### config.mk
export PLATFORM = sky130hd
export DESIGN_NAME = rawsch_top
export DESIGN_NICKNAME = d
export VERILOG_FILES = /design/src/rtl/rawsch_fifo.v /design/src/rtl/rawsch_top.v
export VERILOG_INCLUDE_DIRS = /design/src /design/src/rtl
export SDC_FILE = /design/constraint.sdc
export NUM_CORES = 1
export LEC_CHECK = 0
export BUFFER_PORTS_ARGS = -buffer_cell sky130_fd_sc_hd__clkbuf_2
export CORE_MARGIN = 2
export CORE_UTILIZATION = 25
export CTS_BUF_LIST = sky130_fd_sc_hd__clkbuf_8
export DETAILED_ROUTE_END_ITERATION = 10
export PLACE_DENSITY = 0.46
export SLEW_MARGIN = 5
export SYNTH_ARGS = -nofsm -noshare
export SYNTH_HDL_FRONTEND = slang
export SYNTH_SLANG_ARGS = --single-unit
### constraint.sdc
create_clock -name clk_i -period 5.76 [get_ports clk_i]
set_clock_uncertainty 0.15 [all_clocks]
set_input_delay 0.288 -clock clk_i [delete_from_list [all_inputs] [get_ports clk_i]]
set_output_delay 0.288 -clock clk_i [all_outputs]
set_load 0.005 [all_outputs]
### src/rtl/rawsch_map.vh
`ifndef RAWSCH_MAP_VH
`define RAWSCH_MAP_VH
// Request word field positions
`define RAWSCH_F_WR 0
`define RAWSCH_F_ADDR_LO 1
// Chunk select bits inside the line address
`define RAWSCH_CHUNK_LO 3
`define RAWSCH_CHUNK_HI 4
// Row/column split of the DRAM address
`define RAWSCH_ROW_LO 12
// Reset values
`define RAWSCH_RST_ADDR 12'h0000
`define RAWSCH_RST_TAG 4'h0
// Timing counts in cycles
`define RAWSCH_RAS_SETUP_CYC 1
`define RAWSCH_CHUNKS 4
// Most reads the extended option lets past one parked write
`define RAWSCH_PASS_MAX 3'd7
`endif

### src/rtl/rawsch_fifo.v
`timescale 1ns/1ns
module rawsch_fifo #(
    parameter WIDTH = 40,
    parameter DEPTH = 16,
    parameter AW = 4
) (
    input wire clk_i,
    input wire nrst_i,
    input wire in_valid_i,
    output wire in_ready_o,
    input wire [WIDTH-1:0] in_data_i,
    output wire out_valid_o,
    input wire out_ready_i,
    output wire [WIDTH-1:0] out_data_o
);
    reg [WIDTH-1:0] mem [0:DEPTH-1];
    reg [AW:0] wp_r;
    reg [AW:0] rp_r;
    wire full = (wp_r[AW] != rp_r[AW]) && (wp_r[AW-1:0] == rp_r[AW-1:0]);
    wire empty = (wp_r == rp_r);
    assign in_ready_o = !full;
    assign out_valid_o = !empty;
    assign out_data_o = mem[rp_r[AW-1:0]];
    always @(posedge clk_i) begin
        if (in_valid_i && !full) begin
            mem[wp_r[AW-1:0]] <= in_data_i;
        end
    end
    always @(posedge clk_i or negedge nrst_i) begin
        if (!nrst_i) begin
            wp_r <= {(AW+1){1'b0}};
            rp_r <= {(AW+1){1'b0}};
        end else begin
            if (in_valid_i && !full) begin
                wp_r <= wp_r + 1'b1;
            end
            if (out_ready_i && !empty) begin
                rp_r <= rp_r + 1'b1;
            end
        end
    end
endmodule // rawsch_fifo

### src/rtl/rawsch_top.v
`timescale 1ns/1ns
`include "rawsch_map.vh"
////////////////////////////////////////////////////////////////////////////////
module rawsch_top #(
    parameter AW = 24,
    parameter TW = 4,
    parameter DEPTH = 16,
    parameter DAW = 12
) (
    input wire clk_i,
    input wire nrst_i,
    input wire bypass_enable_i,
    input wire extended_read_bypass_enable_i,
    input wire req_valid_i,
    output reg req_ready_o,
    input wire req_wr_i,
    input wire [AW-1:0] req_addr_i,
    input wire [TW-1:0] req_tag_i,
    input wire snoop_done_i,
    output reg dram_ras_o,
    output reg dram_cas_o,
    output reg dram_we_o,
    output reg [DAW-1:0] dram_addr_lines_n_o,
    output reg [1:0] chunk_o,
    output reg rd_done_o,
    output reg [TW-1:0] rd_tag_o
);
    localparam W = 1 + AW + TW;
    localparam S_IDLE = 3'd0;
    localparam S_ROW = 3'd1;
    localparam S_RAS = 3'd2;
    localparam S_COL = 3'd3;
    localparam S_DATA = 3'd4;
    localparam S_PRE = 3'd5;
    localparam FAW = $clog2(DEPTH);

    ////////////////////////////////////////////////////////////////////////////
    // Pin synchronisers for the two enables and the snoop status
    // Levels from other agents; only the second flop of each pair is read
    wire [2:0] pin_w = {snoop_done_i, extended_read_bypass_enable_i, bypass_enable_i};
    wire [2:0] sync_w;
    genvar gs;
    generate
        for (gs = 0; gs < 3; gs = gs + 1) begin : g_sync
            reg meta_r;
            reg sync_r;
            always @(posedge clk_i or negedge nrst_i) begin
                if (!nrst_i) begin
                    meta_r <= 1'b0;
                    sync_r <= 1'b0;
                end else begin
                    meta_r <= pin_w[gs];
                    sync_r <= meta_r;
                end
            end
            assign sync_w[gs] = sync_r;
        end
    endgenerate
    wire raw_en = sync_w[0];
    // Extended reordering means nothing unless the basic option is on
    wire extended_read_bypass_enable_en = sync_w[0] & sync_w[1];
    wire snoop_ok = sync_w[2];

    ////////////////////////////////////////////////////////////////////////////
    // Request FIFO
    wire f_valid;
    wire [W-1:0] f_data;
    reg pop;
    wire in_ready;
    rawsch_fifo #(.WIDTH(W), .DEPTH(DEPTH), .AW(FAW)) u_fifo (
        .clk_i(clk_i),
        .nrst_i(nrst_i),
        .in_valid_i(req_valid_i),
        .in_ready_o(in_ready),
        .in_data_i({req_tag_i, req_addr_i, req_wr_i}),
        .out_valid_o(f_valid),
        .out_ready_i(pop),
        .out_data_o(f_data)
    );
    wire h_wr = f_data[`RAWSCH_F_WR];
    wire [AW-1:0] h_addr = f_data[`RAWSCH_F_ADDR_LO +: AW];
    wire [TW-1:0] h_tag = f_data[`RAWSCH_F_ADDR_LO + AW +: TW];

    ////////////////////////////////////////////////////////////////////////////
    // Parked write slot: one older write may wait while reads pass it
    reg pk_v_r;
    reg [AW-1:0] pk_addr_r;
    reg pk_snp_r;
    reg [2:0] pass_r;
    // Current transaction
    reg cur_wr_r;
    reg [AW-1:0] cur_addr_r;
    reg [TW-1:0] cur_tag_r;
    reg [2:0] st_r;
    reg [1:0] beat_r;
    reg [1:0] crit_r;
    reg [AW-1:0] open_row_r;
    reg row_open_r;

    // Take the parked write when a second write arrives, when bypass is off,
    // or when the basic option has already let one read by.
    wire head_is_wr = f_valid & h_wr;
    wire head_is_rd = f_valid & ~h_wr;
    // Basic option lets one read by; extended lets several, up to a fixed cap
    wire bypass_ok = raw_en &
        ((extended_read_bypass_enable_en & (pass_r != `RAWSCH_PASS_MAX)) | (pass_r == 3'd0));
    wire issue_pk = pk_v_r & pk_snp_r & (head_is_wr | ~head_is_rd | ~bypass_ok);
    wire issue_rd = head_is_rd & (~pk_v_r | bypass_ok);
    wire park_wr = head_is_wr & ~pk_v_r & raw_en;
    wire issue_wr = head_is_wr & ~pk_v_r & ~raw_en & snoop_ok;

    wire [AW-1:0] nxt_addr = issue_pk ? pk_addr_r : h_addr;
    // The hit test looks at the transaction actually chosen, not the queue head,
    // so a reordered read never inherits a strobe left open for someone else.
    wire row_hit = row_open_r &&
        (nxt_addr[AW-1:`RAWSCH_ROW_LO] == open_row_r[AW-1:`RAWSCH_ROW_LO]);
    wire take = issue_pk | issue_rd | issue_wr;

    ////////////////////////////////////////////////////////////////////////////
    // Scheduler and DRAM sequencer
    always @* begin
        pop = 1'b0;
        if (st_r == S_IDLE && !issue_pk) begin
            pop = issue_rd | park_wr | issue_wr;
        end
    end

    // The row strobe is only dropped on a row miss, so a row hit goes straight
    // to the column phase and saves the precharge and row setup.
    reg [2:0] st_nxt;
    always @* begin
        st_nxt = st_r;
        case (st_r)
            S_IDLE: begin
                if (take && row_hit && dram_ras_o) begin
                    st_nxt = S_COL;
                end else if (take && dram_ras_o) begin
                    st_nxt = S_PRE;
                end else if (take) begin
                    st_nxt = S_ROW;
                end
            end
            S_PRE: st_nxt = S_ROW;
            S_ROW: st_nxt = S_RAS;
            S_RAS: st_nxt = S_COL;
            S_COL: st_nxt = S_DATA;
            S_DATA: begin
                if (beat_r == 2'd3) begin
                    st_nxt = S_IDLE;
                end
            end
            default: st_nxt = S_IDLE;
        endcase
    end

    ////////////////////////////////////////////////////////////////////////////
    // Parked write bookkeeping; only the idle state takes or releases the slot
    always @(posedge clk_i or negedge nrst_i) begin
        if (!nrst_i) begin
            pk_v_r <= 1'b0;
            pk_addr_r <= {AW{1'b0}};
            pk_snp_r <= 1'b0;
            pass_r <= 3'd0;
        end else begin
            if (pk_v_r && snoop_ok) begin
                pk_snp_r <= 1'b1;
            end
            if (st_r == S_IDLE && issue_pk) begin
                pk_v_r <= 1'b0;
                pass_r <= 3'd0;
            end else if (st_r == S_IDLE && issue_rd) begin
                if (pk_v_r && pass_r != `RAWSCH_PASS_MAX) begin
                    pass_r <= pass_r + 3'd1;
                end
            end else if (st_r == S_IDLE && park_wr) begin
                pk_v_r <= 1'b1;
                pk_addr_r <= h_addr;
                pk_snp_r <= 1'b0;
                pass_r <= 3'd0;
            end
        end
    end

    ////////////////////////////////////////////////////////////////////////////
    // Open row tracking
    always @(posedge clk_i or negedge nrst_i) begin
        if (!nrst_i) begin
            open_row_r <= {AW{1'b0}};
            row_open_r <= 1'b0;
        end else if (st_r == S_PRE) begin
            row_open_r <= 1'b0;
        end else if (st_r == S_RAS) begin
            open_row_r <= cur_addr_r;
            row_open_r <= 1'b1;
        end
    end

    // Chunk of the current beat: crit 3 gives 3-2-1-0, crit 2 gives 2-3-0-1
    reg [1:0] beat_chunk;
    always @* begin
        beat_chunk = crit_r ^ beat_r;
    end

    // Address lines come from one mux; they hold while the row strobe rises,
    // since a change on that clock corrupts the access.
    reg [DAW-1:0] addr_nxt;
    always @* begin
        addr_nxt = dram_addr_lines_n_o;
        case (st_r)
            S_ROW: addr_nxt = ~cur_addr_r[`RAWSCH_ROW_LO +: DAW];
            S_RAS: addr_nxt = dram_addr_lines_n_o;
            S_COL: addr_nxt = ~{{(DAW-2){1'b0}}, crit_r};
            S_DATA: addr_nxt = ~{{(DAW-2){1'b0}}, beat_chunk};
            default: addr_nxt = dram_addr_lines_n_o;
        endcase
    end

    ////////////////////////////////////////////////////////////////////////////
    // Transaction capture
    always @(posedge clk_i or negedge nrst_i) begin
        if (!nrst_i) begin
            st_r <= S_IDLE;
            cur_wr_r <= 1'b0;
            cur_addr_r <= {AW{1'b0}};
            cur_tag_r <= `RAWSCH_RST_TAG;
            beat_r <= 2'd0;
            crit_r <= 2'd0;
        end else begin
            st_r <= st_nxt;
            if (st_r == S_IDLE && take) begin
                cur_wr_r <= issue_pk | issue_wr;
                cur_addr_r <= nxt_addr;
                cur_tag_r <= h_tag;
                crit_r <= nxt_addr[`RAWSCH_CHUNK_HI:`RAWSCH_CHUNK_LO];
            end
            if (st_r == S_COL) begin
                beat_r <= 2'd0;
            end else if (st_r == S_DATA) begin
                beat_r <= beat_r + 2'd1;
            end
        end
    end

    ////////////////////////////////////////////////////////////////////////////
    // DRAM pins, all registered
    always @(posedge clk_i or negedge nrst_i) begin
        if (!nrst_i) begin
            dram_ras_o <= 1'b0;
            dram_cas_o <= 1'b0;
            dram_we_o <= 1'b0;
            dram_addr_lines_n_o <= `RAWSCH_RST_ADDR;
            chunk_o <= 2'd0;
        end else begin
            dram_cas_o <= 1'b0;
            dram_addr_lines_n_o <= addr_nxt;
            case (st_r)
                S_IDLE: begin
                    if (take && dram_ras_o && !row_hit) begin
                        dram_ras_o <= 1'b0;
                    end
                end
                S_RAS: begin
                    dram_ras_o <= 1'b1;
                end
                S_DATA: begin
                    // Critical chunk first, then the agent's interleaved order
                    chunk_o <= beat_chunk;
                    dram_cas_o <= 1'b1;
                    dram_we_o <= cur_wr_r;
                end
                default: begin
                    dram_ras_o <= dram_ras_o;
                end
            endcase
        end
    end

    ////////////////////////////////////////////////////////////////////////////
    // Read completion and request-side ready
    always @(posedge clk_i or negedge nrst_i) begin
        if (!nrst_i) begin
            req_ready_o <= 1'b0;
            rd_done_o <= 1'b0;
            rd_tag_o <= `RAWSCH_RST_TAG;
        end else begin
            // Ready lags the FIFO by a cycle; agents must keep a one-word margin
            req_ready_o <= in_ready;
            rd_done_o <= 1'b0;
            if (st_r == S_DATA && beat_r == 2'd3 && !cur_wr_r) begin
                rd_done_o <= 1'b1;
                rd_tag_o <= cur_tag_r;
            end
        end
    end
endmodule // rawsch_top

* Word level (Yosys, flattened, before mapping)
Memory sizes are Yosys's and may differ from the RTL's. Cells that the tools add are included.
Storage, ports and cells: flip-flop bits (word level) 129, memory bits (writable) 464, memories kept 1
Operators by class: muxes and demuxes 29, bitwise operators 33, $add $sub $neg 4, reductions and logical operators 36, equal/unequal tests 16
Memories:
- u_fifo.mem | words 16, bits a word 29, read ports 1, clocked after memory_dff 0, write ports 1, line rawsch_fifo.v:16 | reg [WIDTH-1:0] mem [0:DEPTH-1];
Operators by type and width (count):
- one-hot mux 12 bit (3 select lines) | 1
- two-way mux 24 bit | 1
- two-way mux 3 bit | 8
- inverter 2 -> 12 bit | 2
- one-hot mux 3 bit (6 select lines) | 1
- logical AND 1 bit | 17
- two-way mux 1 bit | 15
- AND 1 bit | 12
- == test 12 bit | 1
- inverter 12 bit | 1
- adder 5 x 1 -> 5 bit, second input constant | 2
- AND reduction 2 bit | 5
- OR 1 bit | 9
- inverter 1 bit | 8
- nonzero test 2 bit | 4
- == test 3 x 2 -> 1 bit, second input constant | 2
- == test 3 bit, second input constant | 2
- zero test 3 bit | 2
- nonzero test 3 bit | 2
- == test 5 bit | 1
- zero test 1 bit | 5
- == test 4 bit | 1
- two-way mux 2 bit | 2
- != test 2 x 1 -> 1 bit, second input constant | 2
- 12 further kinds | 12

* Depth between registers and ports, before layout
depth in word-level cells 14, depth in mapped cells 14

* Hierarchy
From an unflattened synthesis, not the netlist that was laid out.
Second synthesis, totals: cells, all modules 1271, area total of the unflattened synthesis 22404.0 µm²
By module, submodules not included:
- rawsch_fifo | cells each 852, seq. area each 14183.6 µm², times used 1, area an instance 18362.6 µm²
- rawsch_top | cells each 419, seq. area each 2127.0 µm², times used 1, area an instance 4041.4 µm²

* Worst setup path after synthesis
OpenSTA, ideal clock, no wires.
path type register to register, start register u_fifo.rp_r[1], end memory u_fifo.mem[3][0] (netlist name) (enable), required time 5.191 ns, setup slack 2.279 ns, arrival 2.912 ns, path buffers 3, cell stages (with the launch flop) 10, clock period less this slack 3.481 ns, cell sequence dfrtp_1 -> clkbuf_1 -> buf_6 -> xor2_1 -> nor4_1 -> nand2b_1 -> and2_1 -> clkbuf_1 -> nand2_1 -> nor3_1
Between the ends: cells in the longest elaborated chain, start to end 6
RTL lines:
- from (decl) | line rawsch_fifo.v:18 | reg [AW:0] rp_r;
- from (signal assigned) | line rawsch_fifo.v:32 | rp_r <= {(AW+1){1'b0}};
- from (signal assigned) | line rawsch_fifo.v:38 | rp_r <= rp_r + 1'b1;
- == test 4 bit | line rawsch_fifo.v:19 | wire full = (wp_r[AW] != rp_r[AW]) && (wp_r[AW-1:0] == rp_r[AW-1:0]);
- logical AND 1 bit | line rawsch_fifo.v:19
- zero test 1 bit
- via in_ready | line rawsch_top.v:69 | wire in_ready;
- logical AND 1 bit | line rawsch_fifo.v:25 | if (in_valid_i && !full) begin
- two-way mux 1 bit | line rawsch_fifo.v:25
- two-way mux 1 bit (implied by the code) | line rawsch_fifo.v:26 | mem[wp_r[AW-1:0]] <= in_data_i;
- to (decl) | line rawsch_fifo.v:16
The timed path passes the listed nets, and every way through them passes these cells.

* Worst setup path after layout
start register u_fifo.rp_r[0], end memory u_fifo.mem[2][26] (netlist name) (enable)
The elaborated chain is that of the path after synthesis.

==> summary.md <==
| Metric | Value |
|---|---|
| Status | finished, final reports clean |
| Post-detailed-route wirelength per cell | 19.1 µm |
| Number of buffers between clock root and the deepest sink | 3 |
| Fin nets | 1102 |
| Post-synthesis async set-or-reset flop share | 0.238 |
| End of the worst register-to-register path | u_fifo.mem[2][26]$_DFFE_PP_ |
| Top-area cell type share of the netlist area | 0.570 |
| DP Area | 17400 µm² |
| Global-route usage over all layers | 0.115 |
| Hold violation total from the final report | 0 |
| Maximum number of pins on one net before global-route repair | 79 |
| Share of the clock period used by the worst path | 0.668 |
| Synthesis-to-layout area growth | 18.1% |
| Number of synthesized flops with an enable pin | between 300 and 400 |
| Area leader, netlist | edfxtp_1 |
| Worst vdd rail ir drop | 177 µV |
| Antenna violations before repair | 1 |
| Fraction of final layout cells with drive strength greater than 1 | 0.283 |
| Number of max-slew violations in the final report | 0 |
| Drc violations | 0 |
| Total die area | 66100 µm² |
| WP data arrival | 3990 ps |
| Power dissipated by switching net loads | 0.00336 W |
| Detailed-route wire length | around 37000 µm |
| Number of distinct library cells after synthesis | 57 |
| Final critical path time including I/O delays and setup | 3840 ps |
| Instance count of the mapped netlist | 932 |
| Number of nets with antenna violations after routing | 0 |
| Post-Syn Area | 16000 µm² |
| Pin slew with the least headroom to its limit | around 1100 ps |
| Detailed-routing iteration count for the pre-antenna-repair pass | 5 |
| Clk sink count | between 300 and 400 |
| Buffers inserted during post-CTS setup optimization | 0 |
| Number of max-cap violations | 0 |
| Crit start category | flip-flop |
| Worst slack, placed | ~1800 ps |
| Design Area, Final | 18900 µm² |
| Yosys warns | 0 |
| Path category of the worst min-delay check | input pin to flip-flop |
| Row Count | approximately 90 |
| Worst setup slack after layout | 1920 ps |
| Static leakage power | 6.64 nW |
| Depth of the CTS H-tree | 3 |
| Clk_lat worst skew | 640 ps |
| Synthesized netlist net count | roughly 980 |
| Depth of the worst register-to-register path | 7 |
| Mean instance size in the synthesized netlist | 17.2 µm² |
| Final total negative setup slack | 0 ps |
| Most frequently used flop master after synthesis | edfxtp_1 |
| Hold Worst Slack | just over 70 ps |
| Max Clock Freq | 0.260 GHz |
| Register-to-Register Setup Slack | 1920 ps |
| Clock buffer count from CTS | 72 |
| Required time at the worst-slack endpoint | 5900 ps |
| CP Max Fanout | 42 |
| Power share of the clock group | 0.252 |
| Clk pin slew, worst setup/hold paths | 60 ps |
| Switch share | 0.348 |
| I/O pins | 58 |
| Worst Hold Launch | req_valid_i |
| Placeable core region | 63200 µm² |
| Dominant cells by area after synthesis | edfxtp_1 57%, dfrtp_1 15%, mux4_2 10%, mux2_2 2.9%, nand2_1 2.5% |
| Vias in the first global route | 9071 |
| Die Width | 257 µm |
| Placer congestion estimate | 0.728 |
| HPWL after detailed placement | around 22000 µm |
| Beginning of the worst register-to-register path | u_fifo.rp_r[0]$_DFFE_PN0P_ |
| Internal power | 0.00629 W |
| Vias per Instance | 4.35 |
| Total number of vias | about 8500 |
| Hold path cells | 3 |
| Sequential cell fraction of total power | 0.430 |
| Critical path type | flip-flop to flip-flop |
| Overall die height | approximately 260 µm |
| Hold path endpoint | u_fifo.wp_r[0]$_DFFE_PN0P_ |
| Type of element capturing the critical path | flip-flop |
| Synthesis-stage register bit count | between 300 and 400 |
| Slew Limit Headroom | 0.246 |
| CTS tree | yes |
| Initial core utilization | 0.253 |
| IO Port Bufs | 47 |
| RSZ-0062 raised after global routing | no |
| Pwr per Cell Area | just over 500 nW/µm² |
| Proportion of power drawn by combinational gates | 0.318 |
| First-pass GRT wire length | 57100 µm |
| Clock root cell | clkbuf_8 |
| Congestion Overflow GR | 0 |
| Proportion of synthesized chip area in sequential cells | 0.718 |
| Violation count after the first detailed-route iteration | 695 |
| Final setup violating endpoints | 0 |
==> worst max-delay path: stages, from the launching register on <==
cell and delay (ps):
dfrtp_4 1020, xor2_1 200, nor4_1 100, nand2b_1 150, and2_1 360, nand2_1 230
nor3_2 810, buf_4 450
==> power groups by stage <==
stage	combinational, W	clock, W	sequential (W)
2_1_floorplan	0.00242	0	0.00387
3_3_place_gp	0.00308	0	0.00420
3_5_place_dp	0.00311	0	0.00422
4_1_cts	0.00313	0.00253	0.00416
5_1_grt	0.00338	0.00266	0.00423
6_report	0.00307	0.00243	0.00415
==> metal layers <==
metal | vias to the layer above | GRT usage | wire length (µm)
met5 | - | 0 | 7
met4 | 2 | 0.0420 | 837
met3 | 68 | 0.0267 | 1730
met2 | 166 | 0.179 | 17400
met1 | 4403 | 0.157 | 17500
li1 | 3876 | - | -
==> worst max-delay path by stage <==
stage | cells after the start | end | slack [ps] | startpoint
global placement | 7 | u_fifo.mem[2][5]$_DFFE_PP_ | 1730 | u_fifo.rp_r[0]$_DFFE_PN0P_
floorplan | 9 | u_fifo.mem[3][0]$_DFFE_PP_ | 2280 | u_fifo.rp_r[1]$_DFFE_PN0P_
global route | 10 | cur_addr_r[12]$_DFFE_PN0P_ | 1630 | u_fifo.rp_r[0]$_DFFE_PN0P_
finish | 7 | u_fifo.mem[2][26]$_DFFE_PP_ | 1920 | u_fifo.rp_r[0]$_DFFE_PN0P_
detailed placement | 7 | u_fifo.mem[2][28]$_DFFE_PP_ | 1850 | u_fifo.rp_r[0]$_DFFE_PN0P_
CTS | 7 | u_fifo.mem[2][27]$_DFFE_PP_ | 1780 | u_fifo.rp_r[0]$_DFFE_PN0P_
==> area by class of cell <==
type	instances	area, µm²
antenna	1	2.50
clock buffer	79	1090
clock inverter	48	216
fill	6255	44300
inverter	12	45.0
multi-input combinational	475	4290
sequential	399	11500
tap	846	1060
timing repair buffer	98	693
==> stage by stage <==
step	total power, W	instances	utilization
2_1_floorplan	0.00629	932	-
3_3_place_gp	0.00728	1806	0.275
3_5_place_dp	0.00732	1806	0.275
4_1_cts	0.00982	1957	0.299
5_1_grt	0.0103	1957	0.299
6_report	0.00964	1958	0.299
==> cells by family (layout without fill, tap and decap cells) <==
| kind of cell | after synthesis | in the layout | share of synthesized area |
|---|---|---|---|
| AOI/OAI and AO/OA | 94 | 94 | 0.0386 |
| and+or+nand+nor | 215 | 215 | 0.0611 |
| DFF | 399 | 399 | 0.718 |
| xor gates and xnor gates | 25 | 25 | 0.0137 |
| other | 0 | 1 | 0 |
| adders and majority gates | 9 | 9 | 0.00703 |
| muxes | 132 | 132 | 0.144 |
| buffers and inverters | 58 | 237 | 0.0175 |
==> cells in the mapped netlist (17+ instances only) <==
cell / n
xor2_1: 19
nand2_1: 108
a21oi_1: 21
mux2_2: 41
o22ai_1: 29
nor3_1: 22
dfrtp_1: 95
edfxtp_1: 304
nor2_1: 47
clkbuf_1: 19
mux4_2: 74
o21ai_0: 17
==> cell usage in the layout (no fill, tap or decap), types with 9 or more instances in the layout <==
master           n
xor2_1          19
o21ai_0         17
mux4_2          74
inv_1           35
buf_4           27
nor2_1          35
clkinv_1        13
nand2_1        108
mux2i_1         15
edfxtp_1       304
clkbuf_2        46
nor2_2          12
a21oi_1         21
o22ai_1         29
nor3_1          17
mux2_2          41
dfrtp_1         93
dlygate4sd3_1   24
clkbuf_8        79
ha_1             9
==> flip-flops by register name, indices dropped and copies added, names as in the netlist, 2 cells and up <==
name                 cells
pk_addr_r               14
st_r                     3
rd_tag_o                 4
g_sync.sync_r            3
dram_addr_lines_n_o     12
u_fifo.wp_r              5
cur_tag_r                4
u_fifo.rp_r              5
chunk_o                  2
g_sync.meta_r            3
beat_r                   2
pass_r                   3
u_fifo.mem             304
open_row_r              12
cur_addr_r              14
==> timing repair <==
item,CTS,global route
hold buffers,24,0
hold endpoints to repair,324,0
gates resized for setup,0,0
Note: power is estimated with default switching activity, not from simulation.
